--- config.mk ---
export PLATFORM = sky130hd
export DESIGN_NAME = pdt_timer
export DESIGN_NICKNAME = d
export VERILOG_FILES = /design/src/pdt_pkg.sv /design/src/pdt_tick.sv /design/src/pdt_timer.sv
export SDC_FILE = /design/constraint.sdc
export NUM_CORES = 1
export LEC_CHECK = 0
export BUFFER_PORTS_ARGS = -buffer_cell sky130_fd_sc_hd__buf_2
export CORE_MARGIN = 1
export CORE_UTILIZATION = 30
export CTS_CLUSTER_SIZE = 40
export DETAILED_ROUTE_END_ITERATION = 12
export SLEW_MARGIN = 20
export SYNTH_ARGS = -nofsm -noshare
export SYNTH_HDL_FRONTEND = slang
export SYNTH_HIERARCHICAL = 1
export SYNTH_SLANG_ARGS = --single-unit
export TNS_END_PERCENT = 10
--- constraint.sdc ---
create_clock -name ref_clk_in -period 4.8 [get_ports ref_clk_in]
set_input_delay 0 -clock ref_clk_in [delete_from_list [all_inputs] [get_ports ref_clk_in]]
set_output_delay 0 -clock ref_clk_in [all_outputs]
set_load 0.1 [all_outputs]
--- src/pdt_pkg.sv ---
// Constants and types shared by the periodic timer files.
// Assumes a single system clock; every field sits in 8-bit registers.
package pdt_pkg;
    // Register addresses
    localparam int ADDR_W = 4;
    localparam logic [3:0] ADDR_RUN = 4'h0;
    localparam logic [3:0] ADDR_MODE = 4'h1;
    localparam logic [3:0] ADDR_CNT_L = 4'h2;
    localparam logic [3:0] ADDR_CNT_H = 4'h3;
    localparam logic [3:0] ADDR_CMPA_L = 4'h4;
    localparam logic [3:0] ADDR_CMPA_H = 4'h5;
    localparam logic [3:0] ADDR_PER_L = 4'h6;
    localparam logic [3:0] ADDR_PER_H = 4'h7;
    localparam logic [3:0] ADDR_FLAGS = 4'h8;
    // Reset values and masks
    localparam logic [7:0] REG_RESET = 8'h00;
    localparam logic [7:0] RUN_MASK = 8'hF8;
    localparam logic [9:0] CNT_ZERO = 10'h000;
    localparam logic [9:0] CNT_MAX = 10'h3FF;
    localparam logic [9:0] CNT_ONE = 10'h001;
    // Field positions
    localparam int RC_PAUSE = 7;
    localparam int RC_CKS = 4;
    localparam int RC_ON = 3;
    localparam int MC_MODE = 6;
    localparam int MC_PF = 4;
    localparam int MC_OC = 3;
    localparam int MC_POL = 2;
    localparam int MC_CAPS = 1;
    localparam int MC_CLR = 0;
    localparam int FL_A = 0;
    localparam int FL_P = 1;
    // Operating modes
    typedef enum logic [1:0] {
        PDT_CMP = 2'h0,
        PDT_CAP = 2'h1,
        PDT_PWM = 2'h2,
        PDT_TC = 2'h3
    } pdt_mode_t;
    // Pin function codes per mode
    localparam logic [1:0] CM_NONE = 2'h0;
    localparam logic [1:0] CM_LOW = 2'h1;
    localparam logic [1:0] CM_HIGH = 2'h2;
    localparam logic [1:0] CM_TOG = 2'h3;
    localparam logic [1:0] PW_INACT = 2'h0;
    localparam logic [1:0] PW_ACT = 2'h1;
    localparam logic [1:0] PW_WAVE = 2'h2;
    localparam logic [1:0] PW_SINGLE = 2'h3;
    localparam logic [1:0] CP_RISE = 2'h0;
    localparam logic [1:0] CP_FALL = 2'h1;
    localparam logic [1:0] CP_BOTH = 2'h2;
    // Clock select codes
    localparam logic [2:0] CK_SYS4 = 3'h0;
    localparam logic [2:0] CK_SYS = 3'h1;
    localparam logic [2:0] CK_H16 = 3'h2;
    localparam logic [2:0] CK_H64 = 3'h3;
    localparam logic [2:0] CK_SUB0 = 3'h4;
    localparam logic [2:0] CK_SUB1 = 3'h5;
    localparam logic [2:0] CK_EXTR = 3'h6;
    localparam logic [2:0] CK_EXTF = 3'h7;
    // Prescaler terminal masks
    localparam logic [5:0] DIV4_MASK = 6'h03;
    localparam logic [5:0] DIV16_MASK = 6'h0F;
    localparam logic [5:0] DIV64_MASK = 6'h3F;
    localparam logic [5:0] PRE_ONE = 6'h01;
    localparam logic [2:0] SYNC_ZERO = 3'h0;
endpackage

--- src/pdt_tick.sv ---
// Count-enable generator: prescaler, pin synchronisers and edge pulses.
// Assumes the high clock equals the system clock; pins are asynchronous.
`timescale 1ns/1ps
module pdt_tick (
    input wire logic ref_clk_in, // System clock
    input wire logic rst_b_in, // Synchronous reset, active low
    input wire logic [2:0] clk_sel_in, // Clock select field
    input wire logic cap_src_in, // Capture source bit
    input wire logic ext_clock_pin_in, // External clock pin
    input wire logic capture_input_pin_in, // Capture input pin
    input wire logic sub_clock_in, // Sub clock
    output logic tick_out, // One-cycle count enable
    output logic cap_rise_out, // Capture source rising edge
    output logic cap_fall_out // Capture source falling edge
);
    import pdt_pkg::*;

    logic [5:0] pre;
    logic [2:0] sync1;
    logic [2:0] sync2;
    logic [2:0] prev;
    logic [2:0] rise;
    logic [2:0] fall;
    logic cap_r;
    logic cap_f;

    // Free-running prescaler
    always_ff @(posedge ref_clk_in) begin
        if (!rst_b_in) begin
            pre <= 6'h00;
        end else begin
            pre <= pre + PRE_ONE;
        end
    end

    // Two-flop synchronisers: 0 ext clock, 1 capture pin, 2 sub clock
    always_ff @(posedge ref_clk_in) begin
        if (!rst_b_in) begin
            sync1 <= SYNC_ZERO;
            sync2 <= SYNC_ZERO;
            prev <= SYNC_ZERO;
        end else begin
            sync1 <= {sub_clock_in, capture_input_pin_in, ext_clock_pin_in};
            sync2 <= sync1;
            prev <= sync2;
        end
    end

    // Edge pulses taken after the second flop
    assign rise = sync2 & ~prev;
    assign fall = ~sync2 & prev;
    assign cap_r = cap_src_in ? rise[0] : rise[1];
    assign cap_f = cap_src_in ? fall[0] : fall[1];

    // Clock source multiplexer, registered
    always_ff @(posedge ref_clk_in) begin
        if (!rst_b_in) begin
            tick_out <= 1'b0;
            cap_rise_out <= 1'b0;
            cap_fall_out <= 1'b0;
        end else begin
            cap_rise_out <= cap_r;
            cap_fall_out <= cap_f;
            case (clk_sel_in)
                CK_SYS4: tick_out <= (pre & DIV4_MASK) == DIV4_MASK;
                CK_SYS: tick_out <= 1'b1;
                CK_H16: tick_out <= (pre & DIV16_MASK) == DIV16_MASK;
                CK_H64: tick_out <= (pre & DIV64_MASK) == DIV64_MASK;
                CK_SUB0, CK_SUB1: tick_out <= rise[2];
                CK_EXTR: tick_out <= rise[0];
                CK_EXTF: tick_out <= fall[0];
                default: tick_out <= 1'b0;
            endcase
        end
    end
endmodule // pdt_tick

--- src/pdt_timer.sv ---
// Periodic 10-bit timer: registers, counter, comparators, pin logic.
// Assumes a one-cycle read/write strobe port from the system bus.
`timescale 1ns/1ps
module pdt_timer (
    input wire logic ref_clk_in, // System clock, 125 MHz
    input wire logic rst_b_in, // Synchronous reset, active low
    input wire logic [pdt_pkg::ADDR_W-1:0] addr_in, // Register address
    input wire logic [7:0] wr_data_in, // Write data
    input wire logic wr_stb_in, // Write strobe
    input wire logic rd_stb_in, // Read strobe
    output logic [7:0] rd_data_out, // Read data, next cycle
    input wire logic ext_clock_pin_in, // External clock pin
    input wire logic capture_input_pin_in, // Capture input pin
    input wire logic sub_clock_in, // Sub clock input
    output logic timer_output_pin_out, // Timer output pin level
    output logic timer_output_oe_out, // Timer output pin enable
    output logic compare_a_flag_out, // Comparator A flag
    output logic compare_p_flag_out // Comparator P flag
);
    import pdt_pkg::*;

    logic [7:0] run_ctl;
    logic [7:0] mode_ctl;
    logic [9:0] cnt;
    logic [9:0] cmpa;
    logic [9:0] period;
    logic on_q;
    logic out_level;
    logic tick;
    logic cap_rise;
    logic cap_fall;

    logic pause;
    logic [2:0] cks;
    logic on;
    pdt_mode_t mode;
    logic [1:0] pf;
    logic oc;
    logic pol;
    logic cap_src;
    logic clr_sel;

    logic on_rise;
    logic run;
    logic cnt_ev;
    logic hit_a;
    logic hit_p;
    logic clr_by_a;
    logic sp_mode;
    logic cap_edge;
    logic cap_fire;
    logic set_a;
    logic set_p;
    logic cnt_clr;
    logic next_level;
    logic [7:0] next_rd;

    // Field decode of the control registers
    assign pause = run_ctl[RC_PAUSE];
    assign cks = run_ctl[RC_CKS +: 3];
    assign on = run_ctl[RC_ON];
    assign mode = pdt_mode_t'(mode_ctl[MC_MODE +: 2]);
    assign pf = mode_ctl[MC_PF +: 2];
    assign oc = mode_ctl[MC_OC];
    assign pol = mode_ctl[MC_POL];
    assign cap_src = mode_ctl[MC_CAPS];
    assign clr_sel = mode_ctl[MC_CLR];

    // Clock source and capture pin conditioning
    pdt_tick u_tick (
        .ref_clk_in(ref_clk_in),
        .rst_b_in(rst_b_in),
        .clk_sel_in(cks),
        .cap_src_in(cap_src),
        .ext_clock_pin_in(ext_clock_pin_in),
        .capture_input_pin_in(capture_input_pin_in),
        .sub_clock_in(sub_clock_in),
        .tick_out(tick),
        .cap_rise_out(cap_rise),
        .cap_fall_out(cap_fall)
    );

    // Run control and comparator events
    assign on_rise = on && !on_q;
    assign run = on && !pause && !on_rise;
    assign cnt_ev = run && tick;
    assign hit_a = cnt_ev && (cnt == cmpa);
    assign hit_p = cnt_ev && ((period == CNT_ZERO) ? (cnt == CNT_MAX) : (cnt == period));
    assign clr_by_a = clr_sel && (mode == PDT_CMP || mode == PDT_TC);
    assign sp_mode = (mode == PDT_PWM) && (pf == PW_SINGLE);

    // Capture trigger selection
    always_comb begin
        case (pf)
            CP_RISE: cap_edge = cap_rise;
            CP_FALL: cap_edge = cap_fall;
            CP_BOTH: cap_edge = cap_rise || cap_fall;
            default: cap_edge = 1'b0;
        endcase
    end
    assign cap_fire = (mode == PDT_CAP) && on && cap_edge;

    // Flag set conditions
    assign set_a = (mode == PDT_CAP) ? cap_fire : hit_a;
    assign set_p = hit_p && !clr_by_a && !sp_mode;
    assign cnt_clr = clr_by_a ? hit_a : (hit_p && !sp_mode);

    // Edge detector for the on/off bit
    always_ff @(posedge ref_clk_in) begin
        if (!rst_b_in) begin
            on_q <= 1'b0;
        end else begin
            on_q <= on;
        end
    end

    // Counter
    always_ff @(posedge ref_clk_in) begin
        if (!rst_b_in) begin
            cnt <= CNT_ZERO;
        end else if (on_rise) begin
            cnt <= CNT_ZERO;
        end else if (cnt_ev) begin
            if (cnt_clr) begin
                cnt <= CNT_ZERO;
            end else begin
                cnt <= cnt + CNT_ONE;
            end
        end
    end

    // Run control register; compare-A match ends a single pulse
    always_ff @(posedge ref_clk_in) begin
        if (!rst_b_in) begin
            run_ctl <= REG_RESET;
        end else if (sp_mode && hit_a) begin
            run_ctl[RC_ON] <= 1'b0;
        end else if (wr_stb_in && addr_in == ADDR_RUN) begin
            run_ctl <= wr_data_in & RUN_MASK;
        end
    end

    // Mode control register
    always_ff @(posedge ref_clk_in) begin
        if (!rst_b_in) begin
            mode_ctl <= REG_RESET;
        end else if (wr_stb_in && addr_in == ADDR_MODE) begin
            mode_ctl <= wr_data_in;
        end
    end

    // Compare-A value; a capture overrides a same-cycle write
    always_ff @(posedge ref_clk_in) begin
        if (!rst_b_in) begin
            cmpa <= CNT_ZERO;
        end else if (cap_fire) begin
            cmpa <= cnt;
        end else if (wr_stb_in && addr_in == ADDR_CMPA_L) begin
            cmpa[7:0] <= wr_data_in;
        end else if (wr_stb_in && addr_in == ADDR_CMPA_H) begin
            cmpa[9:8] <= wr_data_in[1:0];
        end
    end

    // Period value
    always_ff @(posedge ref_clk_in) begin
        if (!rst_b_in) begin
            period <= CNT_ZERO;
        end else if (wr_stb_in && addr_in == ADDR_PER_L) begin
            period[7:0] <= wr_data_in;
        end else if (wr_stb_in && addr_in == ADDR_PER_H) begin
            period[9:8] <= wr_data_in[1:0];
        end
    end

    // Flags: write one to clear, a set in the same cycle wins
    always_ff @(posedge ref_clk_in) begin
        if (!rst_b_in) begin
            compare_a_flag_out <= 1'b0;
            compare_p_flag_out <= 1'b0;
        end else begin
            if (set_a) begin
                compare_a_flag_out <= 1'b1;
            end else if (wr_stb_in && addr_in == ADDR_FLAGS && wr_data_in[FL_A]) begin
                compare_a_flag_out <= 1'b0;
            end
            if (set_p) begin
                compare_p_flag_out <= 1'b1;
            end else if (wr_stb_in && addr_in == ADDR_FLAGS && wr_data_in[FL_P]) begin
                compare_p_flag_out <= 1'b0;
            end
        end
    end

    // Next internal pin level per mode
    always_comb begin
        next_level = out_level;
        case (mode)
            PDT_CMP: begin
                if (on_rise) begin
                    next_level = oc;
                end else if (hit_a) begin
                    case (pf)
                        CM_LOW: next_level = 1'b0;
                        CM_HIGH: next_level = 1'b1;
                        CM_TOG: next_level = ~out_level;
                        default: next_level = out_level;
                    endcase
                end
            end
            PDT_PWM: begin
                case (pf)
                    PW_INACT: next_level = ~oc;
                    PW_ACT: next_level = oc;
                    PW_WAVE: next_level = (cnt < cmpa) ? oc : ~oc;
                    default: next_level = on ? oc : ~oc;
                endcase
            end
            default: next_level = out_level;
        endcase
    end

    always_ff @(posedge ref_clk_in) begin
        if (!rst_b_in) begin
            out_level <= 1'b0;
        end else begin
            out_level <= next_level;
        end
    end

    // Pin drive: polarity applied, undriven in capture and timer modes
    always_ff @(posedge ref_clk_in) begin
        if (!rst_b_in) begin
            timer_output_pin_out <= 1'b0;
            timer_output_oe_out <= 1'b0;
        end else begin
            timer_output_pin_out <= out_level ^ pol;
            timer_output_oe_out <= (mode == PDT_CMP) || (mode == PDT_PWM);
        end
    end

    // Read multiplexer
    always_comb begin
        case (addr_in)
            ADDR_RUN: next_rd = run_ctl;
            ADDR_MODE: next_rd = mode_ctl;
            ADDR_CNT_L: next_rd = cnt[7:0];
            ADDR_CNT_H: next_rd = {6'h00, cnt[9:8]};
            ADDR_CMPA_L: next_rd = cmpa[7:0];
            ADDR_CMPA_H: next_rd = {6'h00, cmpa[9:8]};
            ADDR_PER_L: next_rd = period[7:0];
            ADDR_PER_H: next_rd = {6'h00, period[9:8]};
            ADDR_FLAGS: next_rd = {6'h00, compare_p_flag_out, compare_a_flag_out};
            default: next_rd = 8'h00;
        endcase
    end

    // Read data stands for the one cycle after the strobe
    always_ff @(posedge ref_clk_in) begin
        if (!rst_b_in) begin
            rd_data_out <= 8'h00;
        end else if (rd_stb_in) begin
            rd_data_out <= next_rd;
        end else begin
            rd_data_out <= 8'h00;
        end
    end
endmodule // pdt_timer

==> results of run 1 <==
metal layers:
layer	GRT usage	up-vias	part of all wire
met4	0.0974	0	0.030
li1	-	1657	-
met1	0.227	1648	0.47
met2	0.252	134	0.43
met3	0.0297	25	0.064
met5	0	-	0
synth_stat cells (10+ instances only):
library cell               instances  area share
sky130_fd_sc_hd__a211oi_1         20       0.038
sky130_fd_sc_hd__and2_1           15       0.024
sky130_fd_sc_hd__clkbuf_1         15       0.014
sky130_fd_sc_hd__dfxtp_1          75        0.38
sky130_fd_sc_hd__ha_1             15       0.047
sky130_fd_sc_hd__inv_1            26       0.024
sky130_fd_sc_hd__mux2i_1          33       0.083
sky130_fd_sc_hd__nand2_1          29       0.027
sky130_fd_sc_hd__nor2_1           56       0.053
sky130_fd_sc_hd__nor2b_1          13       0.020
sky130_fd_sc_hd__o21ai_0          11       0.014
sky130_fd_sc_hd__xnor2_1          10       0.022
final cells by class:
type | instances | area (um^2) | share of cell area
tap | 172 | 215 | 0.0459
clock inverter | 7 | 98.8 | 0.0211
inverter | 27 | 101 | 0.0216
sequential | 75 | 1500 | 0.321
clock buffer | 9 | 225 | 0.0481
multi-input combinational | 322 | 2290 | 0.488
timing repair buffer | 41 | 255 | 0.0545
kinds of logic after synthesis:
family                   synth area share
AO/OA/AOI/OAI                       0.161
XOR/XNOR                           0.0329
adder cells (fa/ha/maj)            0.0470
buffers and inverters              0.0505
flip-flops                          0.376
multiplexers                        0.105
AND/OR/NAND/NOR                     0.227
worst max-delay path, cell delays in order, from the launching register on:
cell	delay, ns
sky130_fd_sc_hd__dfxtp_1	0.60
sky130_fd_sc_hd__ha_1	0.33
sky130_fd_sc_hd__nand4_1	0.16
sky130_fd_sc_hd__a211oi_1	0.08
sky130_fd_sc_hd__a2111oi_0	0.72
sky130_fd_sc_hd__mux2i_1	0.19
sky130_fd_sc_hd__o311a_1	0.38
repair_timing:
action,CTS,global route
hold endpoints to repair,16,0
hold buffers,9,0
setup endpoints to repair,0,0
through the flow:
step	hold WS, ns	cells	power [mW]	area [um^2]
2_1_floorplan	0.126	446	0.723	3990
3_3_place_gp	0.209	628	0.755	4270
3_5_place_dp	0.209	628	0.756	4270
4_1_cts	0.00213	653	1.50	4680
5_1_grt	0.0306	653	1.53	4680
6_report	0.00876	653	1.48	4680
path summary, 6_finish.rpt:
path | from | end | cells past startpoint | slack (ns)
setup / recovery | cnt[4] | out_level | 6 | 2.23
hold / removal | wr_data_in[5] | run_ctl[5] | 3 | 0.009
setup reg to reg | cnt[4] | out_level | 6 | 2.23
hold reg to reg | u_tick/sync1[1] | u_tick/sync2[1] | 1 | 0.43
report_power, final:
part	internal (mW)	leakage [nW]	switching [mW]
Combinational	0.0401	1.09	0.0660
Clock	0.458	0.156	0.276
Sequential	0.634	0.608	0.00984
registers in the layout, indices dropped and copies added, names as in the netlist, 3 cells and up:
name,count
rd_data_out,8
mode_ctl,8
cmpa,10
run_ctl,5
u_tick/pre,6
u_tick/sync2,3
period,10
u_tick/prev,3
cnt,10
u_tick/sync1,3
==> run metrics, run 1 <==
via total after detailed routing=roughly 3500; actual transition at the worst max-transition pin=between 0.9 and 1 ns; count of H-tree levels built during CTS=3; initial antenna violation count=0; most frequent cells in the layout=sky130_fd_sc_hd__dfxtp_1, sky130_fd_sc_hd__nor2_1, sky130_fd_sc_hd__mux2i_1, sky130_fd_sc_hd__buf_2, sky130_fd_sc_hd__nand2_1; static leakage=between 1.5 and 2 nW; number of inserted filler cells in the final layout=roughly 1300; Worst Slack Setup Final=2.23 ns; clock latency on the worst-skew pair=0.34 ns; Resized Gates After CTS=0; part of the cycle the worst path needs=0.535; number of design rule violations left after detail routing=0; number of global-route vias before repair=3256; post-synthesis sequential area ratio=0.376; Hold Violations, Final=0; Total Neg Setup Slack=0 ns; Most used DFF post-synth=sky130_fd_sc_hd__dfxtp_1; proportion of synthesized flip-flops having asynchronous set or reset=0; die outline area=approximately 0.014 mm^2; commonest non-fill, non-tap cell in the layout=sky130_fd_sc_hd__dfxtp_1; share of cells above drive strength 1=0.150; TritonCTS clock tree=built; max-slew violations=0; total iterations of the first detailed-routing run=5; number of buffers inserted during clock tree synthesis=9; global-route usage over all layers=0.169; die height=117 um; via-per-instance ratio=between 5 and 6; half-perimeter wire length after detailed placement=between 8000 and 9000 um; maximum vdd drop=0.137 mV; pin count of the biggest net entering global routing=38; IO Pins=31; DRT iter0 DRCs=just over 400; count of max-cap constraint violations=0; Pwr per Cell Area=~320 mW/mm^2; Yosys Warn Count=6; antenna-violating nets left=0; pre-CTS WS=about 2.3 ns; post-synthesis net count=480; CP startpoint kind=flip-flop; gate count after technology mapping=between 400 and 500; clock transition at the register clock pins on the worst setup and hold paths after CTS=around 0.06 ns; final-report setup violation count=0; minimum period implied by the final worst setup slack=around 2.6 ns; Crit Path Class=reg -> reg; aggregate global routing overflow=0; post-CTS repair timing setup buffer count=0; site row count=between 40 and 50; Cell variety after synth=between 60 and 70; clock root buffer=sky130_fd_sc_hd__clkbuf_16; core outline area=between 0.01 and 0.015 mm^2; setup repair after global routing missed its margin=false; wire length of the first global-routing pass=17900 um; Yosys reg bits=75; final-stage net count=510; area growth from synthesis to layout=17.4%; total number of clock tree sinks=75; post-layout utilization of the core=0.367; Routability Congestion=approximately 0.94; largest buffer count on any clock path=2; Max transition margin=0.390; worst hold path class=in -> reg; EDFF count, synth=0; Critical Path Sink Type=flip-flop; critical path required time=roughly 5.0 ns; max frequency=just under 0.4 GHz; Horiz. Die Dim=117 um; IO Port Bufs=30; largest fanout on the critical path=11; synthesized area=approximately 0.004 mm^2; initial cell density of the core=0.312; status=finished, final reports clean; clk_skew=0.00762 ns; CP arrival=2.79 ns; average detailed-routed wire length per instance=~17 um; average cell area after synthesis=8.95 um^2; aggregate routed wire length=11300 um; ant diodes=0
Power figures use the tool's default switching activity.
==> run 2: changes to the inputs <==
==> constraint.sdc (replaced) <==
create_clock -name ref_clk_in -period 2.4 [get_ports ref_clk_in]
set_input_delay 0 -clock ref_clk_in [delete_from_list [all_inputs] [get_ports ref_clk_in]]
set_output_delay 0 -clock ref_clk_in [all_outputs]
set_load 0.1 [all_outputs]
==> run metrics, run 2 (same netlist as run 1, synthesis figures left out) <==
die outline area=0.0138 mm^2 (unchanged); IO Pins=31 (unchanged); clock transition at the register clock pins on the worst setup and hold paths after CTS=0.06 ns (about the same); Hold Violations, Final=0 (unchanged); pin count of the biggest net entering global routing=38 (unchanged); ant diodes=0 (unchanged); count of max-cap constraint violations=0 (unchanged); via total after detailed routing=3520 (was 3464); part of the cycle the worst path needs=0.950 (was 0.535); CP bufs+invs=1 (was 0); Routability Congestion=0.940 (was 0.943); worst hold path class=in -> reg (unchanged); cell class contributing the biggest share of worst-path delay=simple AND/OR/NAND/NOR gates (was compound AO/OA/AOI/OAI gates); initial cell density of the core=0.312 (unchanged); number of buffers inserted during clock tree synthesis=9 (unchanged); cell with the biggest individual delay on the critical path=sky130_fd_sc_hd__or4_4 (was sky130_fd_sc_hd__a2111oi_0); largest registers=cmpa x10, cnt x10, period x10 (unchanged); part of the power in registers=0.443 (was 0.434); final-report setup violation count=0 (unchanged); CP arrival=2.47 ns (was 2.79 ns); Critical Path Sink Type=flip-flop (unchanged); CP Depth=6 (unchanged); die height=117 um (unchanged); core outline area=0.0128 mm^2 (unchanged); total placed cells including tap cells=649 (was 628); critical path, cell by cell=or4_4, or3_4, mux2i_4, nor4_4, buf_4, a211oi_1 (was ha_1, nand4_1, a211oi_1, a2111oi_0, mux2i_1, o311a_1); minimum period implied by the final worst setup slack=2.28 ns (was 2.57 ns); critical path launch point=period[5] (was cnt[4]); share of cells above drive strength 1=0.186 (was 0.150); DRT iter0 DRCs=439 (was 408); number of standard cells in the layout, taps in and fillers out=673 (was 653); actual transition at the worst max-transition pin=1.08 ns (was 0.910 ns); average detailed-routed wire length per instance=17.5 um (was 17.3 um); max-slew violations=0 (unchanged); clk_skew=0.00558 ns (was 0.00762 ns); area growth from synthesis to layout=20.9% (was 17.4%); switching power total=0.726 mW (was 0.352 mW); clock latency on the worst-skew pair=0.34 ns (about the same); crit path to=cnt[3] (was out_level); Logic pwr share=0.075 (was 0.072); launching point of the worst reg2reg path=period[5] (was cnt[4]); total number of clock tree sinks=75 (unchanged); wire length of the first global-routing pass=19100 um (was 17900 um); largest buffer count on any clock path=2 (unchanged); site row count=41 (unchanged); via-per-instance ratio=5.23 (was 5.30); aggregate routed wire length=11800 um (was 11300 um); critical path required time=2.59 ns (was 5.03 ns); IO Port Bufs=30 (unchanged); status=finished, final reports clean (unchanged); power share of the clock group=0.482 (was 0.495); global-route usage over all layers=0.180 (was 0.169); final-stage net count=530 (was 510); Total Neg Setup Slack=0 ns (unchanged); Max transition margin=0.277 (was 0.390); count of H-tree levels built during CTS=3 (unchanged); Worst R2R Path Depth=6 (unchanged); half-perimeter wire length after detailed placement=8870 um (was 8320 um); Pint=2.18 mW (was 1.13 mW); aggregate global routing overflow=0 (unchanged); commonest non-fill, non-tap cell in the layout=sky130_fd_sc_hd__dfxtp_1 (unchanged); number of global-route vias before repair=3485 (was 3256); most frequent cells in the layout=sky130_fd_sc_hd__dfxtp_1, sky130_fd_sc_hd__nor2_1, sky130_fd_sc_hd__mux2i_1, sky130_fd_sc_hd__buf_2, sky130_fd_sc_hd__nand2_1 (unchanged); static leakage=1.95 nW (was 1.85 nW); capture instance of the worst register-to-register path=cnt[3] (was out_level); initial antenna violation count=0 (unchanged); TritonCTS clock tree=built (unchanged); Horiz. Die Dim=117 um (unchanged); post-CTS repair timing setup buffer count=0 (unchanged); setup repair after global routing missed its margin=false (unchanged); antenna-violating nets left=0 (unchanged); max frequency=0.439 GHz (was 0.389 GHz); CP startpoint kind=flip-flop (unchanged); switching power share of the total=0.250 (was 0.237); maximum vdd drop=0.361 mV (was 0.137 mV); post-layout utilization of the core=0.378 (was 0.367); maximum cell stage delay along the critical path=0.55 ns (was 0.72 ns); largest fanout on the critical path=7 (was 11); total iterations of the first detailed-routing run=5 (unchanged); Crit Path Class=reg -> reg (unchanged); reg2reg setup slack=0.12 ns (was 2.23 ns); Pwr per Cell Area=602 mW/mm^2 (was 317 mW/mm^2); clock root buffer=sky130_fd_sc_hd__clkbuf_16 (unchanged); number of design rule violations left after detail routing=0 (unchanged)
-- run 2: cell types whose count changed in the layout (fill, tap and decap cells not counted), sizes merged --
cell         change
buf             +21
bufinv           -1
clkinv           -2
dlygate4sd3      -1
inv              +3
-- run 2: power by group through the flow --
stage / registers (mW) / logic, mW / clock network (mW)
after global placement: 1.31 / 0.203 / 0
after detailed placement: 1.31 / 0.204 / 0
after global routing: 1.29 / 0.238 / 1.48
after CTS: 1.28 / 0.215 / 1.42
after floorplan: 1.32 / 0.125 / 0
final: 1.28 / 0.219 / 1.40
-- run 2: area by class of cell --
class / count / area (um^2)
Tap cell: 172 / 215
Multi-Input combinational cell: 322 / 2300
Fill cell: 1304 / 7950
Inverter: 27 / 101
Timing Repair Buffer: 61 / 403
Clock buffer: 9 / 225
Sequential cell: 75 / 1500
Clock inverter: 7 / 81.3
-- run 2: worst min-delay path by stage --
stage                   from                 end  depth (start not counted)
5_1_grt        wr_data_in[7]           period[7]                          3
3_5_place_dp    sub_clock_in     u_tick/sync1[2]                          2
3_3_place_gp    sub_clock_in     u_tick/sync1[2]                          2
2_1_floorplan       rst_b_in  compare_p_flag_out                          1
4_1_cts        wr_data_in[7]         mode_ctl[7]                          3
6_report       wr_data_in[7]         mode_ctl[7]                          3
-- run 2: timing repair --
item | in CTS | in global routing
setup endpoints to repair | 0 | 2
endpoints found under the hold margin | 11 | 0
hold buffers | 8 | 0
resized for setup | 0 | 1
-- run 2: stage by stage --
stage / cell area [um^2] / setup slack [ns] / hold WS (ns) / power (mW)
after floorplan: 3990 / 0.171 / 0.126 / 1.45
after global placement: 4430 / 0.170 / 0.208 / 1.51
after detailed placement: 4430 / 0.0962 / 0.213 / 1.52
after CTS: 4810 / 0.0966 / 0.00903 / 2.92
after global routing: 4820 / 0.0356 / 0.0133 / 3.01
final: 4820 / 0.121 / 0.0115 / 2.90
-- run 2: per-layer routing --
metal  wire, um  track usage  vias to the layer above
met5          0            0                        -
met4        187       0.0601                        0
met3        809       0.0370                       13
met2       5340        0.281                      123
met1       5460        0.244                     1688
li1           -            -                     1696
-- run 2: worst register-to-register path, stage by stage, from the launching register on --
cell and delay, ns:
sky130_fd_sc_hd__dfxtp_1 0.31, sky130_fd_sc_hd__or4_4 0.55, sky130_fd_sc_hd__or3_4 0.42, sky130_fd_sc_hd__mux2i_4 0.21, sky130_fd_sc_hd__nor4_4 0.36, sky130_fd_sc_hd__buf_4 0.21, sky130_fd_sc_hd__a211oi_1 0.08
